## config.mk

```make
export PLATFORM = sky130hd
export DESIGN_NAME = dmba_arbiter
export DESIGN_NICKNAME = d
export VERILOG_FILES = /design/src/design/dmba_pkg.sv /design/src/design/dmba_arbiter.sv
export VERILOG_INCLUDE_DIRS = /design/src /design/src/design
export SDC_FILE = /design/constraint.sdc
export NUM_CORES = 1
export LEC_CHECK = 0
export BUFFER_PORTS_ARGS = -buffer_cell sky130_fd_sc_hd__buf_2
export CORE_AREA = 3 3 40 42
export CTS_BUF_LIST = sky130_fd_sc_hd__clkbuf_4
export CTS_CLUSTER_SIZE = 40
export DETAILED_ROUTE_END_ITERATION = 10
export DIE_AREA = 0 0 43 45
export GPL_TIMING_DRIVEN = 0
export MAX_ROUTING_LAYER = met4
export PLACE_DENSITY_LB_ADDON = 0.3
export SLEW_MARGIN = 5
export SYNTH_ARGS = -nofsm -noshare
export SYNTH_HDL_FRONTEND = slang
export SYNTH_SLANG_ARGS = --single-unit
```

## constraint.sdc

```tcl
create_clock -name clock -period 1.8 [get_ports clock]
set_clock_uncertainty 0.1 [all_clocks]
set_input_delay 0.54 -clock clock [delete_from_list [all_inputs] [get_ports clock]]
set_output_delay 0.54 -clock clock [all_outputs]
set_load 0.01 [all_outputs]
```

## src/design/dmba_params.svh

```systemverilog
/*
 Timing and encoding constants for the dual-master bus arbiter.
 Assumes inclusion by the arbiter package and top module only.
*/
`ifndef DMBA_PARAMS_SVH
`define DMBA_PARAMS_SVH

`define DMBA_CLOCK_PERIOD_NS   25
`define DMBA_SYNC_STAGES       2
`define DMBA_GAP_EDGES         1
`define DMBA_SCHEME_WIDTH      3
`define DMBA_SCHEME_FAIR       3'h0
`define DMBA_SCHEME_PRIO       3'h1
`define DMBA_SCHEME_SDMA_CPU   3'h2
`define DMBA_SCHEME_SDMA_DMA   3'h3
`define DMBA_SCHEME_ADMA_DMA   3'h4
`define DMBA_SCHEME_ADMA_CPU   3'h5

`endif

```

## src/design/dmba_pkg.sv

```systemverilog
/*
 Types for the dual-master bus arbiter.
 Assumes dmba_params.svh is on the include path.
*/
`include "dmba_params.svh"

package dmba_pkg;

   typedef enum logic [2:0] {
      DMBA_FAIR          = `DMBA_SCHEME_FAIR,
      DMBA_PRIO          = `DMBA_SCHEME_PRIO,
      DMBA_SDMA_CPU_HIGH = `DMBA_SCHEME_SDMA_CPU,
      DMBA_SDMA_DMA_HIGH = `DMBA_SCHEME_SDMA_DMA,
      DMBA_ADMA_DMA_HIGH = `DMBA_SCHEME_ADMA_DMA,
      DMBA_ADMA_CPU_HIGH = `DMBA_SCHEME_ADMA_CPU
   } dmba_scheme_t;

   // A: master 1 owns, B: grant moving to 2, C: master 2 owns, D: grant moving to 1
   typedef enum logic [2:0] {
      DMBA_ST_A   = 3'h0,
      DMBA_ST_B   = 3'h1,
      DMBA_ST_C   = 3'h2,
      DMBA_ST_D   = 3'h3,
      DMBA_ST_GAP1 = 3'h4,
      DMBA_ST_GAP2 = 3'h5
   } dmba_state_t;

endpackage : dmba_pkg

```

## src/design/dmba_arbiter.sv

```systemverilog
/*
 External arbiter for a shared bus with two masters: two processors,
 or a processor (master 1) and a DMA master (master 2).
 Assumes all pins except an asynchronous DMA's are synchronous to clock;
 the scheme input is static while out of reset. Bus pins are active low; retry_locked_allowed is active high.
*/
// Summary of operation
// - Fairness: current owner gets lowest priority
// - Nonlocked access: move grant to master 2
// - Leave B for C only when bus-busy negated
// - Locked access: hold until sequence-last asserted
// - Boundary: watch new lock, return grant
// - Regrant after one clock, no waiting
// - Retry-capable system: ignore sequence-last
// - Prioritized: master 2 only without master 1
// - Prioritized: locked master 2 keeps bus
// - Request input stands in for lock
// - Processor is default owner when idle
// - CPU-high DMA: grant DMA when CPU idle
// - DMA-high: preempt CPU except when locked
// - Async DMA inputs need two edges
// - Async DMA-high: yield after indeterminate resolved
// - Async DMA-low: DMA only when CPU idle
// - Async DMA-low waits busy/transfer negated
// - All grants negated one edge between tenures
`timescale 1ns/1ps
`include "dmba_params.svh"

module dmba_arbiter (
   input  wire logic                  clock,
   input  wire logic                  rst_b,
   input  wire dmba_pkg::dmba_scheme_t scheme,
   input  wire logic                  retry_locked_allowed,
   input  wire logic                  master1_request_n,
   input  wire logic                  master2_request_n,
   input  wire logic                  bus_busy_n,
   input  wire logic                  transfer_in_progress_n,
   input  wire logic                  atomic_sequence_n,
   input  wire logic                  atomic_sequence_last_n,
   output logic                       master1_grant_n,
   output logic                       master2_grant_n,
   output dmba_pkg::dmba_state_t      arbiter_state
);
   import dmba_pkg::*;

   ////////////////////////////////////////////////////////////////////////////
   // Asynchronous DMA input conditioning

   logic [1:0] dma_meta_reg;
   logic [1:0] dma_sync_reg;
   logic [1:0] dma_prev_reg;
   logic [1:0] dma_raw;
   logic       dma_req;
   logic       dma_stable;
   logic       async_mode;

   assign async_mode = (scheme == DMBA_ADMA_DMA_HIGH) || (scheme == DMBA_ADMA_CPU_HIGH);
   // The DMA's own busy shares the busy wire; only its request is async
   assign dma_raw = {~master2_request_n, 1'b0};

   genvar g;
   generate
      for (g = 0; g < 2; g = g + 1) begin : g_sync
         always_ff @(posedge clock or negedge rst_b) begin
            if (!rst_b) begin
               dma_meta_reg[g] <= 1'b0;
               dma_sync_reg[g] <= 1'b0;
               dma_prev_reg[g] <= 1'b0;
            end else begin
               dma_meta_reg[g] <= dma_raw[g];
               dma_sync_reg[g] <= dma_meta_reg[g];
               dma_prev_reg[g] <= dma_sync_reg[g];
            end
         end
      end
   endgenerate

   assign dma_stable = (dma_sync_reg[1] == dma_prev_reg[1]);
   assign dma_req    = async_mode ? dma_sync_reg[1] : ~master2_request_n;

   ////////////////////////////////////////////////////////////////////////////
   // Sampled request and status terms

   logic req1;
   logic req2;
   logic busy;
   logic locked1;
   logic lock_last;
   logic cpu_idle;
   logic hold_inputs;

   // pins decoded unregistered except the async DMA request, which is synchronized; read at clock edges
   assign req1 = ~master1_request_n;
   assign req2 = dma_req;
   assign busy = ~bus_busy_n;
   assign locked1 = ~atomic_sequence_n;
   assign lock_last = ~atomic_sequence_last_n & ~retry_locked_allowed;
   // bus idle means busy and transfer negated
   assign cpu_idle = bus_busy_n & transfer_in_progress_n;
   assign hold_inputs = async_mode & ~dma_stable;

   ////////////////////////////////////////////////////////////////////////////
   // Decisions per scheme

   logic want_to_2;
   logic want_to_1;
   logic reclaim_1;

   always_comb begin
      want_to_2 = 1'b0;
      want_to_1 = 1'b0;
      case (scheme)
         DMBA_FAIR: begin
            // owner yields when the other requests, master 1 not while locked
            want_to_2 = req2 & (~locked1 | lock_last);
            // regrant at once, no wait for a cycle
            want_to_1 = req1;
         end
         DMBA_PRIO: begin
            // master 2 only without master 1 request
            want_to_2 = req2 & ~req1;
            // locked master 2 keeps the bus
            want_to_1 = req1 & atomic_sequence_n;
         end
         DMBA_SDMA_CPU_HIGH: begin
            // DMA only when processor not requesting
            want_to_2 = req2 & ~req1 & ~locked1;
            want_to_1 = req1 | ~req2;
         end
         DMBA_SDMA_DMA_HIGH: begin
            want_to_2 = req2 & ~locked1;
            want_to_1 = ~req2;
         end
         DMBA_ADMA_DMA_HIGH: begin
            want_to_2 = req2 & ~locked1;
            want_to_1 = ~req2;
         end
         DMBA_ADMA_CPU_HIGH: begin
            want_to_2 = req2 & ~req1 & cpu_idle & ~locked1;
            want_to_1 = req1 | ~req2;
         end
         default: begin
            want_to_2 = 1'b0;
            want_to_1 = 1'b1;
         end
      endcase
   end

   // new locked access in B returns the bus
   // busy with lock means master 1 kept it
   assign reclaim_1 = locked1 & busy;

   ////////////////////////////////////////////////////////////////////////////
   // State machine

   dmba_state_t state_reg;
   dmba_state_t state_next;
   logic        grant1_next;
   logic        grant2_next;

   always_comb begin
      state_next = state_reg;
      case (state_reg)
         DMBA_ST_A: begin
            // nonlocked access gives grant to master 2
            if (!hold_inputs && want_to_2)
               state_next = DMBA_ST_GAP1;
         end
         DMBA_ST_GAP1: begin
            state_next = DMBA_ST_B;
         end
         DMBA_ST_B: begin
            // Grant goes back to master 1 through a gap edge so both grants are never swapped in one edge
            if (reclaim_1 && !lock_last)
               state_next = DMBA_ST_GAP2;
            // master 2 then finds grant and idle bus
            else if (!busy)
               state_next = DMBA_ST_C;
         end
         DMBA_ST_C: begin
            // no wait for master 2 to run a cycle
            // in the DMA schemes the bus goes back to the processor once the DMA stops requesting
            if (!hold_inputs && want_to_1)
               state_next = DMBA_ST_GAP2;
         end
         DMBA_ST_GAP2: begin
            state_next = DMBA_ST_D;
         end
         DMBA_ST_D: begin
            if (!busy)
               state_next = DMBA_ST_A;
         end
         default: begin
            state_next = DMBA_ST_A;
         end
      endcase
   end

   assign grant1_next = (state_next == DMBA_ST_A) || (state_next == DMBA_ST_D);
   assign grant2_next = (state_next == DMBA_ST_B) || (state_next == DMBA_ST_C);

   always_ff @(posedge clock or negedge rst_b) begin
      if (!rst_b) begin
         state_reg       <= DMBA_ST_A;
         master1_grant_n <= 1'b0;
         master2_grant_n <= 1'b1;
         arbiter_state   <= DMBA_ST_A;
      end else begin
         state_reg       <= state_next;
         master1_grant_n <= ~grant1_next;
         master2_grant_n <= ~grant2_next;
         arbiter_state   <= state_next;
      end
   end

endmodule // dmba_arbiter

```

---- Word-level counts from Yosys, hierarchy flattened ----
Cells that the tools add are included.
operators by class
  equality and inequality tests ........... 14
  mux-type cells .......................... 9
  bitwise logic cells ..................... 23
  reductions and logical operators ........ 13
operators by type and width
  kind                                                  number
  equality test 3 x 2 -> 1 bit (second input constant)  6
  case mux 3 bit (6 select lines)                       1
  two-way mux 3 bit                                     5
  equality test 3 bit (second input constant)           4
  bitwise AND 1 bit                                     11
  inverter 1 bit                                        10
  equality test 3 x 1 -> 1 bit (second input constant)  3
  logical NOT 3 bit                                     3
  case mux 1 bit (5 select lines)                       1
  case mux 1 bit (4 select lines)                       1
  OR reduction 2 bit                                    2
  logical AND 1 bit                                     3
  logical OR 1 bit                                      3
  logical NOT 1 bit                                     2
  bitwise OR 1 bit                                      2
  equality test 1 bit                                   1
  two-way mux 1 bit                                     1
word-level totals
  flip-flop bits (word level) ............. 8
  input port bits ......................... 12
  logic and storage cells ................. 65

---- Logic depth before layout (Yosys ltp) ----
Gate-level depths: netlist of run 1.
  word-level depth ........................ 13
  gate-level depth with buffers ........... 6
  gate-level depth less buffers ........... 5

---- Least setup slack after synthesis of run 1 ----
No wires, ideal clock.
  path type ............................... in2reg
  start point ............................. input scheme[2]
  end point ............................... register state_reg[0]
  setup time .............................. 0.104 ns
  data arrival time ....................... 1.566 ns
  setup slack ............................. 0.031 ns
  stages .................................. 6
  buffers on the path ..................... 1
  path through ............................ buf_2 > and3b_1 > a211oi_2 > a31oi_1 > or3_1 > o311ai_1
on the way
  cells in the longest elaborated chain, start to end .. 10
  elaborated cells between the ends (all ways) .. 27
  classes of those cells .................. eq/ne (5); mux (6); bitwise (9); reduce/logical (7)
ends and longest elaborated chain
  element                              RTL line                                                       text
  from (decl)                          dmba_arbiter.sv:32                                             input wire dmba_pkg::dmba_scheme_t scheme,
  equality test 3 bit                  dmba_arbiter.sv:57, dmba_arbiter.sv:112
  logical OR 1 bit                     dmba_arbiter.sv:57                                             assign async_mode = (scheme == DMBA_ADMA_DMA_HIGH) || (scheme == DMBA_ADMA_CPU_HIGH);
  two-way mux 1 bit                    dmba_arbiter.sv:79                                             assign dma_req = async_mode ? dma_sync_reg[1] : ~master2_request_n;
  bitwise AND 1 bit                    dmba_arbiter.sv:121, dmba_arbiter.sv:127, dmba_arbiter.sv:139
  bitwise AND 1 bit (2 in series)      dmba_arbiter.sv:139                                            want_to_2 = req2 & ~req1 & cpu_idle & ~locked1;
  case mux 1 bit (5 select lines)      dmba_arbiter.sv:112                                            case (scheme)
  logical AND 1 bit                    dmba_arbiter.sv:166                                            if (!hold_inputs && want_to_2)
  two-way mux 3 bit                    dmba_arbiter.sv:166
  case mux 3 bit (6 select lines) (*)  dmba_arbiter.sv:163                                            case (state_reg)
  via state_next[0]                    dmba_arbiter.sv:157                                            dmba_state_t state_next;
  to (signal assigned)                 dmba_arbiter.sv:209                                            state_reg <= state_next;
  to (decl)                            dmba_arbiter.sv:156                                            dmba_state_t state_reg;
The timed path passes the listed nets; every way through them passes the cells marked *.

---- Worst setup path in the final report of run 1 ----
  start point ............................. register dma_sync_reg[1]
  end point ............................... register state_reg[0]
on the way
  cells in the longest elaborated chain, start to end .. 8
  elaborated cells between the ends (all ways) .. 20
  classes of those cells .................. eq/ne (1); mux (6); bitwise (10); reduce/logical (3)
ends and longest elaborated chain
  element                              RTL line                                                       text
  from (decl)                          dmba_arbiter.sv:50                                             logic [1:0] dma_sync_reg;
  from (signal, indexed assignment)    dmba_arbiter.sv:71                                             dma_sync_reg[g] <= dma_meta_reg[g];
  two-way mux 1 bit                    dmba_arbiter.sv:79
  bitwise AND 1 bit                    dmba_arbiter.sv:121, dmba_arbiter.sv:127, dmba_arbiter.sv:139
  bitwise AND 1 bit (2 in series)      dmba_arbiter.sv:139
  case mux 1 bit (5 select lines)      dmba_arbiter.sv:112
  logical AND 1 bit                    dmba_arbiter.sv:166
  two-way mux 3 bit                    dmba_arbiter.sv:166
  case mux 3 bit (6 select lines) (*)  dmba_arbiter.sv:163
  via state_next[0]                    dmba_arbiter.sv:157
Marked as above.

==> results by group, run 1 <==
Clocking
  • CTS max path bufs: 2
  • Reg clk slew, reported paths: 60 ps
  • Num CTS Buffers: 3
  • Post-CTS setup buffers: 0
  • Hold-fix buffers, CTS: 0
  • Clk sink count: 8
  • Resized cells post-CTS: 0
  • H-tree levels: 1
  • Root Buffer Master: clkbuf_4
  • Clock latency on the worst-skew pair: 260 ps
  • TritonCTS clock tree: done

GRT
  • GR Overflow Total: 0
  • Antenna violations before repair: 0
  • First-pass GRT wire length: 1850 um
  • Vias in the first global route: 443
  • Total GRT Usage: 13.8%
  • Largest net degree at the start of global routing: 10

Route
  • Post-route DRC: 0
  • Antenna-violating nets left: 0
  • Drt total wl: 1070 um
  • Initial DRC count: 7
  • Wire per inst: 11.9 um
  • DR vias: 505
  • Detailed Routing Iterations Pass 1: 3
  • Vias per cell: 5.61

Yosys
  • Adder-Cell Fraction of Synth Area: 0%
  • Area leader, netlist: dfrtp_1
  • Largest cells by area after synthesis: dfrtp_1, dfstp_2, nand3_1
  • #FFs+latches synth: 8
  • Yosys Warn Count: 0
  • Top cell type's share of synthesized area: 35.9%
  • Syn_area_per_cell: 8.71 um^2
  • Simple-gate share of the synthesized area: 27.7%
  • Synth Net Count: 68
  • Post-Syn Area: 488 um^2
  • Sequential fraction of the synthesis area: 41.3%
  • Mux contribution to synthesized area: 0%
  • Netlist cell types: 27
  • Main combinational cell family by area after synthesis: simple AND/OR/NAND/NOR gates
  • Cells after Synth: 56
  • Complex-gate fraction of the synthesized area: 25.1%
  • XOR/XNOR Fraction of Synth Area: 1.79%

Power and ir drop
  • PwrDens: 1220 mW/mm^2
  • Worst IR Drop VDD: 0.288 mV
  • Lkg Pwr: 0.289 nW

Placement
  • Inst Count DP: 86
  • Port Buffers: 15
  • DPL Wire Length: 860 um
  • RePlAce Congestion: 0.742
  • Dpl ws: -89.0 ps

Layout
  • Antenna Cells: 0
  • Most common cell after layout, fill and taps aside: buf_2
  • Fin cells: 90
  • Layout Area Growth over Synthesis: 25.4%
  • Highest-count cells in the layout ignoring fill and taps: buf_2, dfrtp_1, nand2_1, nor2_1
  • Layout cells sized above 1: 30.7%
  • Fin nets: 88
  • Flip-flop count of the largest register after layout: 3

Floorplanning
  • Starting Density: 38.0%
  • Row cnt: 13
  • DIE WIDTH: 43 um
  • Die area: 0.00194 mm^2
  • Die H: 45 um
  • Core area: 0.00128 mm^2
  • IO Count: 17

STA
  • Final Max Slew Viols: 0
  • Fmax: 604 MHz
  • Setup TNS: 0 ps
  • Period minus WS final: 1650 ps
  • Final-report hold violation count: 0
  • Unrepaired setup endpoints after global routing: no
  • Post-route setup slack: 145 ps
  • Endpoints failing setup: 0
  • Tcrit/Tclk final: 91.9%
  • Fin Hold WS: 6.69 ps
  • Max_slew headroom: 81.8%
  • Slew @ Worst Pin: 269 ps

Run
  • Max-cap violations: 0

Worst setup path
  • Worst r2r dst: state_reg[0]
  • Worst path slowest cell: dfrtp_1
  • Crit path buf inv count: 0
  • RR Startpoint: dma_sync_reg[1]
  • Max incr delay on CP: 440 ps
  • Setup crit end kind: flop
  • Critical path class: reg -> reg
  • Family with the most delay on the worst path: simple AND/OR/NAND/NOR gates
  • Critical path arrival: 1700 ps
  • Startpoint Class: flop
  • CP max FO: 5
  • Req. time, crit path: 1850 ps
  • Reg2reg path depth: 5
  • R2r setup slk: 150 ps
  • Crit path cell chain: and3b_1 -> a211oi_2 -> a31oi_1 -> or3_1 -> o311ai_1

Status
  • Outcome: finished clean

Hold path
  • HP Class: in -> async
[metrics by stage]
stage,cell area (um^2),power (mW),utilization (%)
floorplan,488,0.477,-
global placement,582,0.578,45.3
detailed placement,582,0.595,45.3
CTS,612,0.762,47.6
global route,612,0.809,47.6
finish,612,0.749,47.6
[Yosys cell counts]
cell,instances
a21oi_1,2
o31a_1,1
a21boi_0,2
a211oi_2,1
nand2_1,5
nor4b_1,1
o31ai_1,1
a31oi_1,2
inv_1,4
and3b_1,1
o21bai_1,2
dfrtp_1,7
or4_1,1
nor2_1,5
or3_1,2
o21ai_0,3
nand3_1,4
o311a_1,1
nand2b_1,3
nand4_1,1
o311ai_1,1
nor4_1,1
buf_2,1
xor2_1,1
dfstp_2,1
o211ai_1,1
nor2b_2,1
[how the worst max path moves through the flow]
stage | end | start | slack, ps | cells after the start
final | state_reg[0] | dma_sync_reg[1] | 150 | 5
after global routing | state_reg[0] | dma_sync_reg[1] | 80 | 5
after CTS | state_reg[0] | dma_sync_reg[1] | 140 | 5
after detailed placement | state_reg[0] | scheme[0] | -90 | 6
after global placement | state_reg[0] | scheme[0] | -80 | 6
after floorplan | state_reg[0] | scheme[2] | 30 | 6
[cell families after synthesis]
family / Yosys count
flip-flops: 8
AO/OA/AOI/OAI: 17
AND/OR/NAND/NOR: 25
XOR/XNOR: 1
buffers and inverters: 5
[report_power, final]
group          internal (mW)  switching, mW
combinational          0.129          0.152
sequential             0.242         0.0633
clock                  0.100         0.0628
total                  0.470          0.278
[cell type report]
class                   count  area (um^2)
repair buffers             15         75.1
flip-flops and latches      8          201
multi-input cells          43          267
well taps                  15         18.8
clock buffers               4         30.0
inverters                   4         15.0
fillers                   140          673
plain buffers               1         5.00
[per-layer routing]
metal	wire length (um)	vias to the layer above	track usage, %	share of wire, %
li1	-	244	-	-
met4	39	0	10.8	3.6
met2	495	19	22.2	46
met3	58	4	2.39	5.4
met1	481	238	15.1	45
met5	0	-	-	0
Note: power is estimated with default switching activity, not from simulation.
==> inputs of run 2 (changes only) <==
--- a/config.mk
+++ b/config.mk
@@ -14,7 +14,7 @@
 export DIE_AREA = 0 0 43 45
 export GPL_TIMING_DRIVEN = 0
 export MAX_ROUTING_LAYER = met4
-export PLACE_DENSITY_LB_ADDON = 0.3
+export PLACE_DENSITY_LB_ADDON = 0.1
 export SLEW_MARGIN = 5
 export SYNTH_ARGS = -nofsm -noshare
 export SYNTH_HDL_FRONTEND = slang
==> run 2 against run 1 <==
  * Combinational power down 3%
  * Worst hold slack better by 11 ps
  * Maximum frequency about the same
  * Power down 1.9%
  * Utilization unchanged
  * Sequential share of layout area unchanged
==> results by group, run 2 (synthesized netlist as in run 1, its figures left out) <==
STA
  • Period minus WS final: 1650 ps
  • Max_slew headroom: 82.7%
  • Final-report hold violation count: 0
  • Tcrit/Tclk final: 91.9%
  • Slew @ Worst Pin: 256 ps
  • Endpoints failing setup: 0
  • Fin Hold WS: 17.6 ps
  • Final Max Slew Viols: 0
  • Unrepaired setup endpoints after global routing: no
  • Fmax: 604 MHz

Route
  • Initial DRC count: 3
  • Vias per cell: 5.32
  • DR vias: 479
  • DR WL met3: 57 um
  • Drt total wl: 990 um
  • WL met2: 455 um
  • Detailed Routing Iterations Pass 1: 4
  • Wire per inst: 11.0 um
  • Uppermost layer routed: met4
  • Met1 wire length: 461 um
  • Antenna-violating nets left: 0
  • Post-route DRC: 0

Status
  • Outcome: finished clean

Placement
  • DPL Wire Length: 792 um
  • Port Buffers: 15
  • RePlAce Congestion: 0.743

GRT
  • GR Overflow Total: 0
  • Vias in the first global route: 437
  • Largest net degree at the start of global routing: 10
  • Antenna violations before repair: 0
  • Total GRT Usage: 12.4%
  • First-pass GRT wire length: 1750 um

Worst setup path
  • Setup crit end kind: flop
  • Critical path arrival: 1690 ps
  • Critical path class: reg -> reg
  • CP max FO: 5
  • Startpoint Class: flop
  • Req. time, crit path: 1840 ps

Clocking
  • Hold-fix buffers, CTS: 0
  • CTS max path bufs: 2
  • Num CTS Buffers: 3
  • H-tree levels: 1
  • TritonCTS clock tree: done
  • Root Buffer Master: clkbuf_4
  • Clock latency on the worst-skew pair: 250 ps
  • Post-CTS setup buffers: 0
  • Clk sink count: 8
  • Resized cells post-CTS: 0
  • Reg clk slew, reported paths: 60 ps

Layout
  • Flip-flop count of the largest register after layout: 3
  • Register Area: 201 um^2
  • Layout cells sized above 1: 30.7%
  • Utilization after layout: 47.6%
  • Multi-input gate area: 267 um^2
  • Layout Area Growth over Synthesis: 25.4%
  • Antenna Cells: 0
  • FILL cells: 125
  • Most common cell after layout, fill and taps aside: buf_2
  • Highest-count cells in the layout ignoring fill and taps: buf_2, dfrtp_1, nand2_1, nor2_1
  • Fin nets: 88

Hold path
  • HP Class: in -> async

Power and ir drop
  • Lkg Pwr: 0.289 nW
  • Worst IR Drop VDD: 0.314 mV
  • PwrDens: 1200 mW/mm^2
  • Power Total: 734 uW

Floorplanning
  • Die H: 45 um
  • DIE WIDTH: 43 um
  • Starting Density: 38.0%
  • Die area: 0.00194 mm^2
  • IO Count: 17
  • Core area: 0.00128 mm^2
  • Row cnt: 13

Run
  • Max-cap violations: 0
==> run 2: cell counts in the layout (fill, tap and decap cells not counted) <==
Identical to the previous run, type by type.
==> run 2: worst max-delay path, stage by stage, from the launching register on <==
cell and delay [ps]:
dfrtp_1 430, and3b_1 210, a211oi_2 180, a31oi_1 130, or3_1 380, o311ai_1 100
==> run 2: power by group <==
| part | total, mW | internal (mW) | switching [mW] |
|---|---|---|---|
| Combinational | 0.273 | 0.128 | 0.145 |
| Clock | 0.159 | 0.0998 | 0.0596 |
| Sequential | 0.302 | 0.241 | 0.0609 |
==> run 2: through the flow <==
step                      cell area, um^2  cells  setup TNS [ps]  setup WS (ps)
after floorplan                       488     56               0           30.6
after CTS                             612     90               0            133
after global placement                582     86            -121          -92.2
final                                 612     90               0            146
after global routing                  612     90               0           63.5
after detailed placement              582     86            -128          -99.4
==> run 2: layout make-up <==
| type | instances | area share, % |
|---|---|---|
| Buffer | 1 | 0.818 |
| Timing Repair Buffer | 15 | 12.3 |
| Sequential cell | 8 | 32.9 |
| Inverter | 4 | 2.45 |
| Tap cell | 15 | 3.07 |
| Clock buffer | 4 | 4.91 |
| Multi-Input combinational cell | 43 | 43.6 |
==> run 2: per-layer routing <==
layer / vias to the layer above / global-route usage, %
met4: 0 / 10.8
li1: 243 / -
met5: - / -
met2: 14 / 18.9
met1: 220 / 14.0
met3: 2 / 2.39
==> run 2: final timing paths <==
kind / start / cells after the start / slack (ps) / endpoint
min: rst_b / 1 / 20 / dma_prev_reg[1]
min reg2reg: dma_meta_reg[1] / 0 / 250 / dma_sync_reg[1]
max: dma_sync_reg[1] / 5 / 150 / state_reg[0]
max in group asynchronous: rst_b / 1 / 1350 / master2_grant_n
min in group clock: dma_meta_reg[1] / 0 / 250 / dma_sync_reg[1]
max reg2reg: dma_sync_reg[1] / 5 / 150 / state_reg[0]
